--- src/pb_endian_pkg.sv ---
package pb_endian_pkg;
  // Endian select values
  localparam logic END_BIG = 1'b0;
  localparam logic END_MUNGED_LE = 1'b1;
  localparam logic END_RESET = END_BIG;
  // Transfer size codes, in bytes
  localparam logic [2:0] SIZE_BYTE = 3'h1;
  localparam logic [2:0] SIZE_TWO = 3'h2;
  localparam logic [2:0] SIZE_TRI = 3'h3;
  localparam logic [2:0] SIZE_WORD = 3'h4;
  // Low address field position within the processor address
  localparam int ADDR_LOW_FIRST = 29;
  // Width of one byte lane
  localparam int LANE_BITS = 8;
  localparam int LANES = 8;
  // Slave states
  typedef enum logic [1:0] {ST_IDLE, ST_WAIT, ST_DONE} slave_state_e;
endpackage

--- src/pci_lane_steer.sv ---
`timescale 1ns/1ps
module pci_lane_steer (
  // Clock and reset
  input wire logic ref_clk,
  input wire logic resetn,
  // Little-endian byte image, byte k at bits 8k+7:8k
  input wire logic load,
  input wire logic [63:0] byteImage,
  input wire logic dwordSel,
  // PCI to PCI forwarding
  input wire logic [63:0] fwdIn,
  output logic [63:0] fwdOut,
  // PCI lanes
  output logic [63:0] pciFirstAddrData,
  output logic [31:0] pciAnyAddrData
);
  // Double-word picked by dwordSel, the upper half when set
  wire [31:0] dwordPick = dwordSel ? byteImage[63:32] : byteImage[31:0];

  // Lane registers
  always_ff @(posedge ref_clk or negedge resetn)
  begin
    if (!resetn)
    begin
      pciFirstAddrData <= 64'h0;
      pciAnyAddrData <= 32'h0;
      fwdOut <= 64'h0;
    end
    else
    begin
      fwdOut <= fwdIn;
      if (load)
      begin
        pciFirstAddrData <= byteImage;
        pciAnyAddrData <= dwordPick;
      end
    end
  end
endmodule

--- src/pb_register_endian_mapper.sv ---
`timescale 1ns/1ps
module pb_register_endian_mapper (
  // Clock and reset
  input wire logic ref_clk,
  input wire logic resetn,
  // Endian select control
  input wire logic endWrite,
  input wire logic endValue,
  output logic endSelect,
  // Processor bus request
  input wire logic procReq,
  input wire logic procWrite,
  input wire logic [2:0] procXferSize,
  input wire logic [0:31] proc_bus_addr,
  input wire logic [0:63] proc_bus_data,
  // Processor bus answer
  output logic procAck,
  output logic proc_transfer_error_ack,
  output logic [0:63] procRdata,
  // Register file side
  output logic regReq,
  output logic regWrite,
  output logic [28:0] regAddr,
  output logic [7:0] regByteEn,
  output logic [63:0] regWdata,
  input wire logic regAck,
  input wire logic [63:0] regRdata,
  // PCI forwarding and lanes
  input wire logic [63:0] pciFwdIn,
  output logic [63:0] pciFwdOut,
  output logic [63:0] pci_first_addr_data,
  output logic [31:0] pci_any_addr_data
);
  // Register byte index for processor lane n
  function automatic logic [2:0] lane_to_reg(input logic [2:0] n, input logic le,
                                             input logic [1:0] m);
    if (le)
      lane_to_reg = {~n[2], n[1:0] ^ m};
    else
      lane_to_reg = {n[2], 2'h3 - n[1:0]};
  endfunction

  // Whether a lane falls inside the bytes of a transfer
  function automatic logic lane_in_span(input logic [2:0] n, input logic [2:0] start,
                                        input logic [2:0] size);
    logic [3:0] rel;
    rel = {1'b0, n} - {1'b0, start};
    lane_in_span = (n >= start) && (rel < {1'b0, size});
  endfunction

  pb_endian_pkg::slave_state_e state;
  logic le;
  logic [1:0] sigXor;
  logic [2:0] startAddr;
  logic [2:0] sizeHeld;
  pb_endian_pkg::slave_state_e next_state;

  // Decode of the request as presented
  wire [2:0] reqStart = proc_bus_addr[pb_endian_pkg::ADDR_LOW_FIRST +: 3];
  wire [3:0] reqEnd = {1'b0, reqStart} + {1'b0, procXferSize};
  wire fitsDword = reqEnd <= {1'b0, reqStart[2], 2'h0} + 4'h4;
  // Size code decode
  wire isByte = procXferSize == pb_endian_pkg::SIZE_BYTE;
  wire isTwo = procXferSize == pb_endian_pkg::SIZE_TWO;
  wire isTri = procXferSize == pb_endian_pkg::SIZE_TRI;
  wire isWord = procXferSize == pb_endian_pkg::SIZE_WORD;
  // Supported size and start pairs per byte order
  wire beLegal = fitsDword && (isByte || isTwo || (isTri && !reqStart[1])
    || (isWord && reqStart[1:0] == 2'h0));
  wire leLegal = isByte || (isTwo && !reqStart[0])
    || (isWord && reqStart[1:0] == 2'h0);
  wire reqLegal = (endSelect == pb_endian_pkg::END_MUNGED_LE) ? leLegal : beLegal;
  // Significance twist per size for munged order
  wire [1:0] reqXor = isWord ? 2'h3 : isTwo ? 2'h1 : 2'h0;

  // Per-lane steering, both directions
  logic [7:0] nextByteEn;
  logic [63:0] nextWdata;
  logic [0:63] nextRdata;
  genvar g;
  generate
    for (g = 0; g < pb_endian_pkg::LANES; g++)
    begin : gLane
      wire [2:0] lane = 3'(g);
      wire [2:0] reqLane = lane_to_reg(lane, endSelect, reqXor);
      wire reqActive = lane_in_span(reqLane, reqStart, procXferSize);
      wire [2:0] holdIdx = lane_to_reg(lane, le, sigXor);
      wire holdActive = lane_in_span(lane, startAddr, sizeHeld);
      // Write side: register byte g fed from the lane that maps onto it
      assign nextByteEn[g] = reqActive;
      assign nextWdata[g*8 +: 8] = reqActive ? proc_bus_data[reqLane*8 +: 8] : 8'h0;
      // Read side: register byte back to processor lane
      assign nextRdata[g*8 +: 8] = holdActive ? regRdata[holdIdx*8 +: 8] : 8'h0;
    end
  endgenerate

  // Request take and completion events
  wire inIdle = state == pb_endian_pkg::ST_IDLE;
  wire takeError = inIdle && procReq && !reqLegal;
  wire takeAccess = inIdle && procReq && reqLegal;
  wire regDone = state == pb_endian_pkg::ST_WAIT && regAck;
  wire selectLoad = endWrite && inIdle && !procReq;
  // PCI double-word follows the upper register byte enables, which match address bit 2 only in big-endian order
  wire upperDword = regByteEn[7:4] != 4'h0;

  // Endian select bit
  always_ff @(posedge ref_clk or negedge resetn)
  begin
    if (!resetn)
      endSelect <= pb_endian_pkg::END_RESET;
    else if (selectLoad)
      endSelect <= endValue;
  end

  // State successor
  always_comb
  begin
    next_state = state;
    case (state)
      pb_endian_pkg::ST_IDLE:
      begin
        if (takeError)
          next_state = pb_endian_pkg::ST_DONE;
        else if (takeAccess)
          next_state = pb_endian_pkg::ST_WAIT;
      end
      pb_endian_pkg::ST_WAIT:
      begin
        if (regAck)
          next_state = pb_endian_pkg::ST_DONE;
      end
      pb_endian_pkg::ST_DONE:
        next_state = pb_endian_pkg::ST_IDLE;
      default:
        next_state = pb_endian_pkg::ST_IDLE;
    endcase
  end

  // State register
  always_ff @(posedge ref_clk or negedge resetn)
  begin
    if (!resetn)
      state <= pb_endian_pkg::ST_IDLE;
    else
      state <= next_state;
  end

  // One-cycle strobes towards both sides
  always_ff @(posedge ref_clk or negedge resetn)
  begin
    if (!resetn)
    begin
      procAck <= 1'b0;
      proc_transfer_error_ack <= 1'b0;
      regReq <= 1'b0;
    end
    else
    begin
      procAck <= regDone;
      proc_transfer_error_ack <= takeError;
      regReq <= takeAccess;
    end
  end

  // Request image towards the register file, held until the next take
  always_ff @(posedge ref_clk or negedge resetn)
  begin
    if (!resetn)
    begin
      regWrite <= 1'b0;
      regAddr <= 29'h0;
      regByteEn <= 8'h0;
      regWdata <= 64'h0;
    end
    else if (takeAccess)
    begin
      regWrite <= procWrite;
      regAddr <= proc_bus_addr[0:28];
      regByteEn <= nextByteEn;
      regWdata <= nextWdata;
    end
  end

  // Order, twist and span kept for steering the read data back
  always_ff @(posedge ref_clk or negedge resetn)
  begin
    if (!resetn)
    begin
      le <= pb_endian_pkg::END_RESET;
      sigXor <= 2'h0;
      startAddr <= 3'h0;
      sizeHeld <= 3'h0;
    end
    else if (takeAccess)
    begin
      le <= endSelect;
      sigXor <= reqXor;
      startAddr <= reqStart;
      sizeHeld <= procXferSize;
    end
  end

  // Read data returned with the acknowledge, zero on writes
  always_ff @(posedge ref_clk or negedge resetn)
  begin
    if (!resetn)
      procRdata <= 64'h0;
    else if (regDone)
      procRdata <= regWrite ? 64'h0 : nextRdata;
  end

  // PCI lane view of the converted write image, plus PCI forwarding
  pci_lane_steer laneSteer (
    .ref_clk(ref_clk),
    .resetn(resetn),
    .load(regReq),
    .byteImage(regWdata),
    .dwordSel(upperDword),
    .fwdIn(pciFwdIn),
    .fwdOut(pciFwdOut),
    .pciFirstAddrData(pci_first_addr_data),
    .pciAnyAddrData(pci_any_addr_data)
  );
endmodule

--- config.mk ---
export PLATFORM = sky130hd
export DESIGN_NAME = pb_register_endian_mapper
export DESIGN_NICKNAME = d
export VERILOG_FILES = /design/src/pb_endian_pkg.sv /design/src/pci_lane_steer.sv /design/src/pb_register_endian_mapper.sv
export SDC_FILE = /design/constraint.sdc
export NUM_CORES = 1
export LEC_CHECK = 0
export BUFFER_PORTS_ARGS = -buffer_cell sky130_fd_sc_hd__buf_2
export CAP_MARGIN = 20
export CORE_AREA = 2 2 219 221
export DETAILED_ROUTE_END_ITERATION = 7
export DIE_AREA = 0 0 221 223
export PLACE_DENSITY = 0.65
export SYNTH_ARGS = -nofsm -noshare
export SYNTH_HDL_FRONTEND = slang
export SYNTH_SLANG_ARGS = --single-unit
--- constraint.sdc ---
create_clock -name ref_clk -period 5.48 [get_ports ref_clk]
set_clock_uncertainty 0.2 [all_clocks]
set_input_delay 0.274 -clock ref_clk [delete_from_list [all_inputs] [get_ports ref_clk]]
set_output_delay 0.274 -clock ref_clk [all_outputs]
set_load 0.05 [all_outputs]
==> flow_results.org, run 1 <==
** Status
- Run status :: complete, no violations

** Routing
- DRC errors left :: 0
- The routed layout has approximately 18000 vias.
- Number of violations reported at the end of detailed-routing iteration 0 :: approximately 1600
- Dividing the detail-routed wire length by the instance count gives approximately 22 um.
- After detailed routing, the number of vias per cell comes to between 5 and 6.
- Once detail routing completed, the nets flagged for antenna violations numbered 0.
- Before antenna repair, the detailed router went through 5 iterations.
- Total wirelength of the detailed-routed design :: 68.8 mm

** Synthesis
- The share of synthesized area in the top cell type comes to 0.465.
- Synth warn :: 0
- Combined area of all synthesized cells :: 0.0183 mm^2
- Post-synthesis sequential area ratio :: 0.465
- The synthesized netlist contains 52 unique library cells.
- A synthesized cell averages 10.1 um^2.
- Post-synth top cells :: 341 x sky130_fd_sc_hd__dfrtp_1, 219 x sky130_fd_sc_hd__nand2_1, 218 x sky130_fd_sc_hd__mux2i_1
- Top area cells in the synthesized netlist :: sky130_fd_sc_hd__dfrtp_1 47%, sky130_fd_sc_hd__mux2i_1 12%, sky130_fd_sc_hd__mux2_2 6.4%
- For this run, the leading register cell type out of synthesis is sky130_fd_sc_hd__dfrtp_1.
- Counting flops with an async set or reset pin after synthesis yields a share of 1.00.
- Number of nets in the synthesized netlist :: 2116
- Number of synthesized flops with an enable pin :: 0
- Of all cell types, the one taking the most synthesized area is sky130_fd_sc_hd__dfrtp_1.
- The most common cell in the synthesized netlist is sky130_fd_sc_hd__dfrtp_1.
- In this run, synthesis produced a sequential element count of ~340.
- After technology mapping, the gate count stands at 1819.

** GRT
- Total global routing overflow :: 0
- The number of global-route vias before repair was 17600.
- All-layer global routing usage :: 0.269
- Entering global routing, the biggest net connects between 100 and 150 pins.
- Wire length of the first global-routing pass :: 105 mm
- The initial antenna violation count was 9.

** Setup path
- Cell count along the critical path :: 12
- For the worst setup path, the data arrival time is about 4700 ps.
- Max FO, Critical Path :: 25
- Number of buffer and inverter stages on the critical path :: 4
- At the worst endpoint, the required time is 5780 ps.
- In this design, the stage delay of the slowest critical-path cell is 630 ps.
- Walking the worst path, the cells encountered are buf_2 -> nand2b_1 -> o21ai_0 -> inv_1 -> fa_1 -> inv_1 -> fa_1 -> ha_1 -> a22o_1 -> or3_1 -> o41ai_1 -> dlygate4sd3_1.
- Library cell contributing the largest single delay on the critical path :: sky130_fd_sc_hd__dlygate4sd3_1
- Critical path type :: primary input to register
- The number of cells on the worst reg-to-reg path is 10.
- Setup crit start kind :: primary input
- Gate family responsible for the most delay along the worst path :: buffers and inverters
- Critical Path Sink Type :: register

** Placement
- Before CTS, the worst setup slack after placement is between 1000 and 1500 ps.
- At the end of routability-driven placement, the weighted congestion stood at around 0.90.
- Count of buffers inserted at the top-level ports :: around 560
- DP Wirelength :: between 40 and 50 mm

** Floorplanning
- Initial Util :: 0.389
- Area inside the core boundary :: roughly 0.047 mm^2
- The floorplan step defined a die boundary enclosing slightly below 0.05 mm^2.
- Chip Width :: ~220 um
- The floorplan has 80 rows.
- In this run the vertical extent of the chip is about 220 um.
- Boundary pin count :: 564

** Layout
- Share of cells above drive strength 1 :: 0.303
- Area growth from synthesis to layout :: 39.0%
- For this run, the post-layout net count is about 2800.
- Final-layout fill cell count :: approximately 4100
- For this run, the share of the core covered by cells in the final layout is 0.540.

** Timing
- Least-Margin Pin Slew :: 1050 ps
- Setup slack of the critical path after layout :: between 1000 and 1500 ps
- Unrepaired setup endpoints after global routing :: no
- Worst hold slack :: 41.4 ps
- The final count of hold timing violations is 0.
- Adding up every negative setup slack in the final design gives 0 ps.
- The clock period could shrink to roughly 4400 ps.
- Setup violations remaining at the end of the flow were counted as 0.
- Pins over their slew limit :: 0
- Derived from the worst setup path, the maximum achievable clock frequency is between 0.2 and 0.25 GHz.
- Max-slew headroom :: 0.295
- Dividing the final minimum period by the clock period gives 0.810.

** Hold path
- The tightest min-delay check is of the primary input to register type.
- The worst hold path was traced through 5 stages.

** Power
- In this run the power density over the cells is between 500 and 600 mW/mm^2.
- Of the total power, the share spent switching nets is 0.494.
- Final Total Pwr :: between 10 and 15 mW
- Internal power of the cells :: ~7.6 mW
- Across the VDD grid, the largest voltage drop is approximately 480 uV.
- The analysis attributes to net switching a power of 7.39 mW.
- The share of total power dissipated in sequential elements is 0.277.
- Leakage :: about 12 nW
- The share of total power dissipated in the clock network is 0.201.
- Portion of total power attributed to combinational logic :: 0.522

** Clock tree
- CTS tree :: yes
- Worst-case clock buffer depth :: 3
- CTS Buf Count :: 40
- Clk sink count :: approximately 340
- Source-to-sink clock delay at the later pin of the worst-skew pair :: between 500 and 600 ps
- Clk slew on worst S/H paths :: 60 ps
- CTS H-tree depth :: 2
- Root Buffer Master :: sky130_fd_sc_hd__clkbuf_16
- After clock tree synthesis, the setup repair step added 0 buffers.

** Run
- Reported max-cap violation count :: 0
## cell usage in the layout, fill, tap and decap left out, types with 27 or more instances in the layout
cell type	Yosys	layout
sky130_fd_sc_hd__ha_1	50	50
sky130_fd_sc_hd__o21ai_0	154	153
sky130_fd_sc_hd__nand2_1	219	219
sky130_fd_sc_hd__clkbuf_16	0	42
sky130_fd_sc_hd__a21oi_1	136	136
sky130_fd_sc_hd__a22oi_1	43	43
sky130_fd_sc_hd__buf_2	9	561
sky130_fd_sc_hd__nor2_1	80	80
sky130_fd_sc_hd__dfrtp_1	341	336
sky130_fd_sc_hd__inv_1	59	58
sky130_fd_sc_hd__mux2i_1	218	218
sky130_fd_sc_hd__o221ai_1	27	27
sky130_fd_sc_hd__dlygate4sd3_1	0	226
sky130_fd_sc_hd__mux2_2	105	105
sky130_fd_sc_hd__o22ai_1	63	63
## layer usage
metal  routed length (um)  track usage  vias up
met5                   41            0        -
met4                 2990        0.116        6
met3                 5100       0.0565      177
met2                33100        0.445      931
met1                27600        0.342     8764
li1                     -            -     8025
## layout make-up
cell class / count / area, um^2 / share of cell area
multi-input combinational: 1276 / 9060 / 0.356
clock buffer: 58 / 1200 / 0.0471
tap: 615 / 769 / 0.0302
inverter: 61 / 229 / 0.00899
sequential: 341 / 8550 / 0.335
clock inverter: 16 / 298 / 0.0117
antenna: 8 / 20.0 / 0.000786
timing repair buffer: 815 / 5350 / 0.210
## stage by stage
stage	cells	instance area [um^2]
2_1_floorplan	1819	18300
3_3_place_gp	2878	21600
3_5_place_dp	2879	21700
4_1_cts	3179	25400
5_1_grt	3188	25500
6_report	3190	25500
## path summary, 6_finish.rpt
kind,start,end,slack [ps]
setup reg to reg,endSelect,regWdata[8],1080
max in group asynchronous,resetn,regAddr[25],3800
hold reg to reg,procRdata[17],procRdata[17],280
hold / removal,proc_bus_data[3],regWdata[36],40
min in group asynchronous,resetn,regAddr[22],80
setup / recovery,procXferSize[2],regWdata[8],1040
## state kept, by name (all words and copies together), names as in the netlist, 2 cells and up
signal,cells
procRdata,64
laneSteer.pciFirstAddrData,64
regByteEn,8
sizeHeld,3
regAddr,29
laneSteer.fwdOut,64
state,2
sigXor,2
regWdata,64
startAddr,3
laneSteer.pciAnyAddrData,32
## power groups by stage
| stage | Combinational, mW | Clock [mW] | Sequential [mW] |
|---|---|---|---|
| floorplan | 2.82 | 0 | 6.76 |
| global placement | 7.40 | 0 | 4.19 |
| detailed placement | 7.52 | 0 | 4.22 |
| CTS | 7.71 | 3.06 | 4.19 |
| global route | 8.29 | 3.16 | 4.25 |
| finish | 7.81 | 3.00 | 4.15 |
## repair_timing
item                      in CTS  in global routing
hold buffers                 226                  0
resized for setup              0                  0
hold endpoints to repair     289                  0
## kinds of logic (layout without fill, tap and decap cells)
| kind of cell | count (synthesis) | count (layout) | share of synthesized area |
|---|---|---|---|
| other | 0 | 8 | 0 |
| adder cells (fa/ha/maj) | 63 | 63 | 0.0483 |
| AND/OR/NAND/NOR | 338 | 338 | 0.0753 |
| AO/OA/AOI/OAI | 550 | 550 | 0.185 |
| flip-flops | 341 | 341 | 0.465 |
| multiplexers | 323 | 323 | 0.183 |
| XOR/XNOR | 2 | 2 | 0.000955 |
| buffers and inverters | 202 | 950 | 0.0420 |
## tightest hold or removal path, stage by stage
cell and delay (ps):
sky130_fd_sc_hd__buf_2 140, sky130_fd_sc_hd__nand2_1 70, sky130_fd_sc_hd__nand2_1 50, sky130_fd_sc_hd__o22ai_1 140, sky130_fd_sc_hd__o31ai_1 90
Power figures use the tool's default switching activity.
==> run 2, diff against run 1 <==
--- a/config.mk
+++ b/config.mk
@@ -5,12 +5,13 @@
 export SDC_FILE = /design/constraint.sdc
 export NUM_CORES = 1
 export LEC_CHECK = 0
+export ABC_AREA = 1
 export BUFFER_PORTS_ARGS = -buffer_cell sky130_fd_sc_hd__buf_2
 export CAP_MARGIN = 20
-export CORE_AREA = 2 2 219 221
+export CORE_AREA = 2 2 222 224
 export DETAILED_ROUTE_END_ITERATION = 7
-export DIE_AREA = 0 0 221 223
-export PLACE_DENSITY = 0.65
+export DIE_AREA = 0 0 224 226
+export PLACE_DENSITY = 0.64
 export SYNTH_ARGS = -nofsm -noshare
 export SYNTH_HDL_FRONTEND = slang
 export SYNTH_SLANG_ARGS = --single-unit
==> constraint.sdc (replaced) <==
create_clock -name ref_clk -period 3.8 [get_ports ref_clk]
set_clock_uncertainty 0.2 [all_clocks]
set_input_delay 0.19 -clock ref_clk [delete_from_list [all_inputs] [get_ports ref_clk]]
set_output_delay 0.19 -clock ref_clk [all_outputs]
set_load 0.05 [all_outputs]
==> flow_results.org, run 2 <==
** Status
- The flow ran to the end, and the final reports show no timing, DRC or antenna violations.

** Setup path
- The worst setup path is launched from a primary input.
- Library cell contributing the largest single delay on the critical path :: sky130_fd_sc_hd__dlygate4sd3_1
- The required time at the endpoint of the critical path came to 4110 ps (-1670 ps).
- Sequence of cells on the critical path :: dlygate4sd3_1 -> buf_4 -> nor2_1 -> nand2_2 -> buf_6 -> nand3_4 -> buf_8 -> nand2_1 -> nand3_1 -> dlygate4sd3_1 -> nand2_1 -> dlygate4sd3_1 -> nor2_1 -> dlygate4sd3_1 -> nand2_1 -> nand2_1
- Critical Path AT :: 3970 ps (-770 ps)
- STA classifies the critical path endpoint as a register.
- Crit. Startpoint :: procXferSize[0]
- The maximum single-stage delay on the critical path was 570 ps (-60 ps).
- Flop2flop setup slack :: 230 ps (-850 ps)
- Max FO, Critical Path :: 57 (+130%)
- The number of cells traversed by the worst register-to-register path came to 11 (+1).
- By startpoint and endpoint, the worst setup path is classified as primary input to register.
- In this run the critical register-to-register path is launched from endSelect.

** Synthesis
- By area, the combinational part of the netlist is dominated by simple AND/OR/NAND/NOR gates.
- Library cell occupying the most area in the post-synthesis netlist :: sky130_fd_sc_hd__dfrtp_1
- In the post-synthesis netlist, the biggest area contributors are sky130_fd_sc_hd__dfrtp_1 48%, sky130_fd_sc_hd__nand2_1 21%, sky130_fd_sc_hd__nand3_1 3.9%.
- The number of synthesized flops with an enable pin came to 0 (unchanged).
- Combined area of all synthesized cells :: 0.0176 mm^2 (-3.8%)
- The xor/xnor cell area share of the yosys netlist came to 0.000993 (+0.0000375).
- The synthesized area per cell was 7.67 um^2 (-24%).
- The number of warning messages in the yosys log came to 0 (unchanged).
- The fraction of synthesized area in multiplexers came to 0 (-0.183).
- By count the netlist is led by 988 x sky130_fd_sc_hd__nand2_1, 341 x sky130_fd_sc_hd__dfrtp_1, 159 x sky130_fd_sc_hd__nor2_1.
- Number of nets in the synthesized netlist :: 2597 (+23%)
- The fraction of the mapped netlist area in adder cells came to 0.0502 (+0.00190).
- The most used flip-flop cell after synthesis is sky130_fd_sc_hd__dfrtp_1.
- The share of synthesized area occupied by flip-flops and latches was 0.484 (+0.0183).
- The synthesis-stage register bit count came to 341 (unchanged).
- Area share of and/or/nand/nor cells after synthesis :: 0.300 (+0.225)
- The async set-or-reset flop fraction in the synthesized netlist is 1.00 (unchanged).
- Among all cell types in the netlist, the one instantiated most often is sky130_fd_sc_hd__nand2_1.
- Number of different library cells in the post-synthesis netlist :: 44 (-15%)
- The cell count after synthesis came to 2300 (+26%).
- The share of the synthesized area in the top cell type came to 0.484 (+0.0183).
- Synthesized-area fraction occupied by ao, oa, aoi and oai cells :: 0.103 (-0.0813)

** Power
- The peak ir drop on the vdd network is 809 uV (+69%).
- The total leakage power was 14.1 nW (+14%).
- The total power was 22.9 mW (+53%).
- The areal power density over the cells is 889 mW/mm^2 (+51%).

** Floorplanning
- The overall die width is 224 um (+1.4%).
- Die outline area :: 0.0506 mm^2 (+2.7%)
- The area of the core was 0.0483 mm^2 (+2.5%).
- The die span in y was 226 um (+1.3%).
- The total number of placement rows came to 81 (+1.3%).
- The starting utilization of the core area is 0.365 (-0.0240).
- The number of top-level pins is 564 (unchanged).

** Timing
- Share of the clock period used by the worst path after layout :: 0.963
- Count of final hold-check violations :: 0 (unchanged)
- Least-Margin Pin Slew :: 921 ps (-133 ps)
- Max-slew headroom :: 0.385 (+0.0899)
- Timing would allow up to about 0.27 GHz.
- Setup repair after global routing left no endpoint under its margin.
- Final TNS setup :: 0 ps (unchanged)
- Worst hold slack :: 17.0 ps (-24.4 ps)
- Pins over their slew limit :: 0 (unchanged)
- The number of endpoints failing setup at the final stage came to 0 (unchanged).
- Post-layout minimum cycle time :: around 3700 ps

** Placement
- The total half-perimeter wirelength after legalization and detailed placement came to 53.0 mm (+13%).
- The cell area after placement came to 0.0211 mm^2 (-2.5%).
- Routability-driven placement congestion ratio :: 0.961 (+6.5%)
- Count of buffers inserted at the top-level ports :: 563 (unchanged)

** Clock tree
- The maximum clock path buffer count was 3 (unchanged).
- The clock net sink count came to 341 (unchanged).
- Source-to-sink clock delay at the later pin of the worst-skew pair :: 570 ps (about the same)
- In this run the clock root is driven by a sky130_fd_sc_hd__clkbuf_16.
- CTS H-tree depth :: 2 (unchanged)
- CTS tree :: yes
- The number of buffers added by the clock tree synthesis step came to 40 (unchanged).
- The clock transition at the registers of the reported paths came to 60 ps (about the same).

** Routing
- Routed Antenna Nets :: 0 (unchanged)
- The average detailed-routed wire length per instance came to 19.6 um (-9.4%).
- The number of detailed-routing iterations run before antenna repair is 6 (+1).
- Number of violations reported at the end of detailed-routing iteration 0 :: 1890 (+20%)
- The remaining design rule violation count came to 0 (unchanged).
- Wire length on met1 :: 29.2 mm (+5.8%)
- The wire length on met3 is 6.59 mm (+29%).
- The post-detailed-routing wire length was 74.5 mm (+8.3%).
- Vias/cell :: 5.16 (-8.1%)
- The total number of vias was 19700 (+9.8%).
- The wire length on met2 is 34.9 mm (+5.5%).
- After detailed routing, no signal wire sits above met4.

** GRT
- The initial antenna violation count came to 11 (+2).
- Wire length of the first global-routing pass :: 112 mm (+6.4%)
- The final global-route overflow total is 0 (unchanged).
- The global router's overall resource usage came to 0.286 (+0.0168).
- The largest net degree at the start of global routing came to 88 (-27%).
- Via count of the first global-routing pass :: 18800 (+6.7%)

** Layout
- Summed area of non-filler cells in the final layout :: 0.0258 mm^2 (+1.1%)
- The final cell utilization of the core was 0.533 (-0.00738).
- Commonest non-fill, non-tap cells in the layout :: 987 x sky130_fd_sc_hd__nand2_1, 561 x sky130_fd_sc_hd__buf_2, 339 x sky130_fd_sc_hd__dfrtp_1
- Commonest non-fill, non-tap cell in the layout :: sky130_fd_sc_hd__nand2_1
- The post-layout net count came to 3444 (+22%).
- Share of cells above drive strength 1 :: 0.223 (-0.0797)
- Relative to the synthesized area, the layout overhead comes to 46.1%.

** Hold path
- In this run the worst hold path is classified as primary input to async pin.

** Run
- Reported max-cap violation count :: 0 (unchanged)
-- run 2: cell types whose count changed after synthesis, sizes merged, moves of 20 or more --
cell    before  now
mux2i      218    0
mux2       105    0
o22ai       63   33
nand3        1  139
o31ai       23    3
inv         60  142
o21ai      164  137
nand2      219  990
a21oi      137   62
nor2        80  168
clkbuf     104   66
a22oi       43    0
-- run 2: cells by family after synthesis --
| group | Yosys count |
|---|---|
| and+or+nand+nor | 1324 |
| DFF | 341 |
| AOI/OAI and AO/OA | 307 |
| buffers and inverters | 263 |
| adders and majority gates | 63 |
| xor gates and xnor gates | 2 |
-- run 2: per-layer routing --
metal,global-route usage,vias to the layer above
li1,-,9101
met1,0.360,9285
met2,0.467,1061
met3,0.0653,208
met4,0.137,0
met5,0,-
-- run 2: repair_timing --
item	CTS	global route
setup endpoints to repair	0	8
resized for setup	0	12
hold endpoints to repair	313	0
setup buffers	0	2
hold buffers	316	0
-- run 2: stage by stage --
| step | cells | worst slack [ps] |
|---|---|---|
| after global placement | 3408 | 357 |
| final | 3810 | 142 |
| after global routing | 3809 | 13.4 |
| after detailed placement | 3408 | 348 |
| after CTS | 3797 | 38.0 |
| after floorplan | 2300 | 28.0 |
-- run 2: path summary, 6_finish.rpt --
kind,to
min in group ref_clk,procRdata[19]
min reg2reg,laneSteer.pciFirstAddrData[1]
max,regWdata[37]
max reg2reg,regWdata[37]
min,regAddr[23]
max in group asynchronous,laneSteer.pciFirstAddrData[17]
-- run 2: layout make-up --
cell class / count / area (um^2)
Tap cell: 622 / 778
Clock buffer: 57 / 1190
Clock inverter: 16 / 213
Inverter: 145 / 547
Timing Repair Buffer: 923 / 6420
Fill cell: 4601 / 22600
Multi-Input combinational cell: 1696 / 8070
Antenna cell: 10 / 25.0
Sequential cell: 341 / 8540
-- run 2: report_power, final --
group / switching (mW) / internal, mW / total, mW / leakage [nW]
sequential: 1.07 / 4.81 / 5.88 / 4.45
clock: 1.62 / 2.46 / 4.08 / 0.688
combinational: 9.33 / 3.62 / 13.0 / 9.00
total: 12.0 / 10.9 / 22.9 / 14.1
-- run 2: worst max-delay path: cells and delay by family --
kind	cells	cell delay [ps]
buffers and inverters	7	2860
AND/OR/NAND/NOR	9	860
==> run 3, diff against run 2 <==
--- a/config.mk
+++ b/config.mk
@@ -8,10 +8,10 @@
 export ABC_AREA = 1
 export BUFFER_PORTS_ARGS = -buffer_cell sky130_fd_sc_hd__buf_2
 export CAP_MARGIN = 20
-export CORE_AREA = 2 2 222 224
+export CORE_AREA = 2 2 221 223
 export DETAILED_ROUTE_END_ITERATION = 7
-export DIE_AREA = 0 0 224 226
-export PLACE_DENSITY = 0.64
+export DIE_AREA = 0 0 223 225
+export PLACE_DENSITY = 0.62
 export SYNTH_ARGS = -nofsm -noshare
 export SYNTH_HDL_FRONTEND = slang
 export SYNTH_SLANG_ARGS = --single-unit
==> constraint.sdc (replaced) <==
create_clock -name ref_clk -period 4.2 [get_ports ref_clk]
set_clock_uncertainty 0.2 [all_clocks]
set_input_delay 0.21 -clock ref_clk [delete_from_list [all_inputs] [get_ports ref_clk]]
set_output_delay 0.21 -clock ref_clk [all_outputs]
set_load 0.05 [all_outputs]
==> flow_results.org, run 3 (synthesis gave the netlist of run 2 again) <==
** Timing
- The final critical-path setup slack is 225 ps (+82.7 ps).
- The number of slew-limit violations in the final report came to 0 (unchanged).
- The worst slew slack as a fraction of its limit came to 0.272 (-0.113).
- Derived from the worst setup path, the maximum achievable clock frequency is between 0.2 and 0.3 GHz.
- Count of final hold-check violations :: 0 (unchanged)
- Share of the clock period used by the worst path after layout :: 0.946
- The transition at the pin with the smallest max-transition slack was 1090 ps (+170 ps).
- Final TNS setup :: 0 ps (unchanged)
- Post-layout minimum cycle time :: between 3000 and 4000 ps
- Setup violations, final :: 0 (unchanged)
- Worst hold slack :: 30.2 ps (+13.2 ps)

** GRT
- All-layer global routing usage :: 0.296 (+0.00939)
- Via count of the first global-routing pass :: 19200 (+2.0%)
- Total global routing overflow :: 0 (unchanged)
- The wire length of the first global-routing pass is 114 mm (+2.3%).
- The largest net degree at the start of global routing was 110 (+25%).
- The initial antenna violation count is 7 (-4).

** Placement
- Placed inst area :: 0.0210 mm^2 (-0.57%)
- DP Wirelength :: 54.5 mm (+2.8%)
- The worst setup timing slack at the placement stage is 624 ps (+276 ps).
- Count of buffers inserted at the top-level ports :: 563 (unchanged)
- The final estimated routing congestion in global placement came to 0.940 (-2.2%).

** Power
- Portion of total power attributed to combinational logic :: 0.562 (-0.003)
- The peak ir drop on the vdd network was 1110 uV (+37%).
- Leakage :: 14.0 nW (-1.2%)
- Power density relative to cell area :: 803 mW/mm^2 (-9.7%)
- The cell-internal power was 9.63 mW (-12%).
- Clock power share :: 0.178 (about the same)
- The switching share of total power is 0.530 (+0.00544).
- The portion of total power attributed to sequential cells was 0.260 (+0.003).
- The net switching power was 10.9 mW (-9.7%).

** Setup path
- STA classifies the critical path startpoint as a primary input.
- Reg2Reg Capture Point :: regWdata[8]
- Among cell families on the critical path, the largest total delay comes from buffers and inverters.
- Cell count along the critical path :: 18 (+2)
- STA classifies the critical path endpoint as a register.
- The critical path arrival is 4290 ps (+320 ps).
- By startpoint and endpoint, the worst setup path is classified as primary input to register.
- The register-to-register path setup slack was 520 ps (+290 ps).
- Required @ worst endpoint :: 4520 ps (+410 ps)
- The worst register-to-register path begins at endSelect.
- Max FO, Critical Path :: 8 (-86%)
- Crit. Startpoint :: procXferSize[0]
- Library cell contributing the largest single delay on the critical path :: sky130_fd_sc_hd__dlygate4sd3_1
- Sequence of cells on the critical path :: dlygate4sd3_1 -> buf_2 -> nor2_1 -> nand2_2 -> nand2_2 -> inv_1 -> fa_1 -> inv_1 -> fa_1 -> ha_1 -> nand2_1 -> nand2_1 -> nor2_2 -> inv_1 -> nor2_2 -> nand3_1 -> dlygate4sd3_1 -> nand2_1
- Critical path capture point :: regWdata[8]
- The number of buffer and inverter stages on the critical path came to 6 (-1).
- The number of cells traversed by the worst register-to-register path was 14 (+3).
- The maximum single-stage delay on the critical path came to 570 ps (about the same).

** Routing
- Detailed-router iteration count before antenna repair :: 5 (-1)
- The post-detailed-routing wire length came to 75.6 mm (+1.4%).
- Vias/cell :: 5.14 (-0.32%)
- Final routed wire length divided by cell count :: 20.0 um (+2.3%)
- DRC errors left :: 0 (unchanged)
- The count of routing violations after the opening detailed-route iteration came to 1550 (-18%).
- The remaining antenna violation count came to 0 (unchanged).
- Vias after detailed routing :: 19400 (-1.2%)

** Floorplanning
- Boundary pin count :: 564 (unchanged)
- Row cnt :: 80 (-1.2%)
- The die area was 0.0502 mm^2 (-0.89%).
- The overall die width is 223 um (-0.45%).
- Initial Util :: 0.371 (+0.00612)
- The area of the core came to 0.0475 mm^2 (-1.6%).
- DIE HEIGHT :: 225 um (-0.44%)

** Clock tree
- The number of buffers added by the clock tree synthesis step was 40 (unchanged).
- The total number of H-tree levels was 2 (unchanged).
- The maximum clock path buffer count was 3 (unchanged).
- Clk sink count :: 341 (unchanged)
- TritonCTS built the clock tree.
- The clock latency on the worst-skew pair is 570 ps (about the same).
- Root Buffer Master :: sky130_fd_sc_hd__clkbuf_16
- The setup fix buffers added after clock tree synthesis came to 0 (unchanged).
- The clock transition at the registers of the reported paths was 60 ps (about the same).

** Layout
- Commonest non-fill, non-tap cell in the layout :: sky130_fd_sc_hd__nand2_1
- The fraction of layout cells with a size suffix above 1 is 0.220 (-0.00383).
- Commonest non-fill, non-tap cells in the layout :: 987 x sky130_fd_sc_hd__nand2_1, 562 x sky130_fd_sc_hd__buf_2, 339 x sky130_fd_sc_hd__dfrtp_1
- The post-layout net count came to 3425 (-0.55%).
- The cell area after layout is 0.0255 mm^2 (-1.0%).
- The final cell utilization of the core was 0.536 (+0.00336).
- Area growth from synthesis to layout :: 44.6%

** Hold path
- The path class of the tightest hold or removal check is primary input to register.

** Status
- The flow ran to the end, and the final reports show no timing, DRC or antenna violations.

** Run
- Reported max-cap violation count :: 0 (unchanged)
[run 3: cell types whose count changed in the layout (fill, tap and decap cells not counted), sizes merged]
| cell | before | now |
|---|---|---|
| diode | 10 | 6 |
| bufinv | 4 | 5 |
| clkinv | 11 | 8 |
| dlygate4sd3 | 316 | 311 |
| clkinvlp | 1 | 2 |
| inv | 145 | 148 |
| clkbuf | 57 | 52 |
| buf | 607 | 593 |
[run 3: timing repair]
action / in CTS / in global routing
gates resized for setup: 0 / 4
endpoints found under the hold margin: 337 / 0
hold buffers: 311 / 0
endpoints found under the setup margin: 0 / 9
[run 3: cell type report]
cell class | instances | area, um^2
tap | 615 | 769
sequential | 341 | 8540
fill | 4499 | 22000
clock inverter | 18 | 260
multi-input combinational | 1696 | 8060
antenna | 6 | 15.0
timing repair buffer | 904 | 6210
clock buffer | 52 | 1120
inverter | 145 | 547
[run 3: how the worst min path moves through the flow]
| stage | end | start | depth (start not counted) | slack, ps |
|---|---|---|---|---|
| 2_1_floorplan | endSelect | resetn | 0 | -290 |
| 3_3_place_gp | laneSteer.fwdOut[6] | pciFwdIn[6] | 1 | 120 |
| 6_report | startAddr[1] | proc_bus_addr[30] | 3 | 30 |
| 3_5_place_dp | laneSteer.fwdOut[46] | pciFwdIn[46] | 1 | 120 |
| 5_1_grt | startAddr[1] | proc_bus_addr[30] | 3 | 50 |
| 4_1_cts | regWdata[4] | proc_bus_data[59] | 7 | 0.01 |
[run 3: power groups by stage]
stage	clock network (mW)	logic [mW]	registers (mW)
CTS	3.73	11.4	5.31
global placement	0	10.7	5.34
floorplan	0	4.35	8.57
finish	3.65	11.5	5.33
global route	3.85	12.4	5.44
detailed placement	0	10.8	5.34
[run 3: tightest hold or removal path, stage by stage]
cell and delay, ps:
sky130_fd_sc_hd__buf_2 190, sky130_fd_sc_hd__inv_1 210, sky130_fd_sc_hd__o21ai_0 120
[run 3: routing by layer]
layer,routed length (um),up-vias,global-route usage
met4,4470,4,0.159
met2,35500,959,0.491
met3,6000,211,0.0567
li1,-,9048,-
met1,29600,9201,0.365
met5,25,-,0
[run 3: metrics by stage]
stage	std cells	total power [mW]
global placement	3390	16.0
finish	3777	20.5
global route	3776	21.7
floorplan	2300	12.9
detailed placement	3390	16.1
CTS	3771	20.5
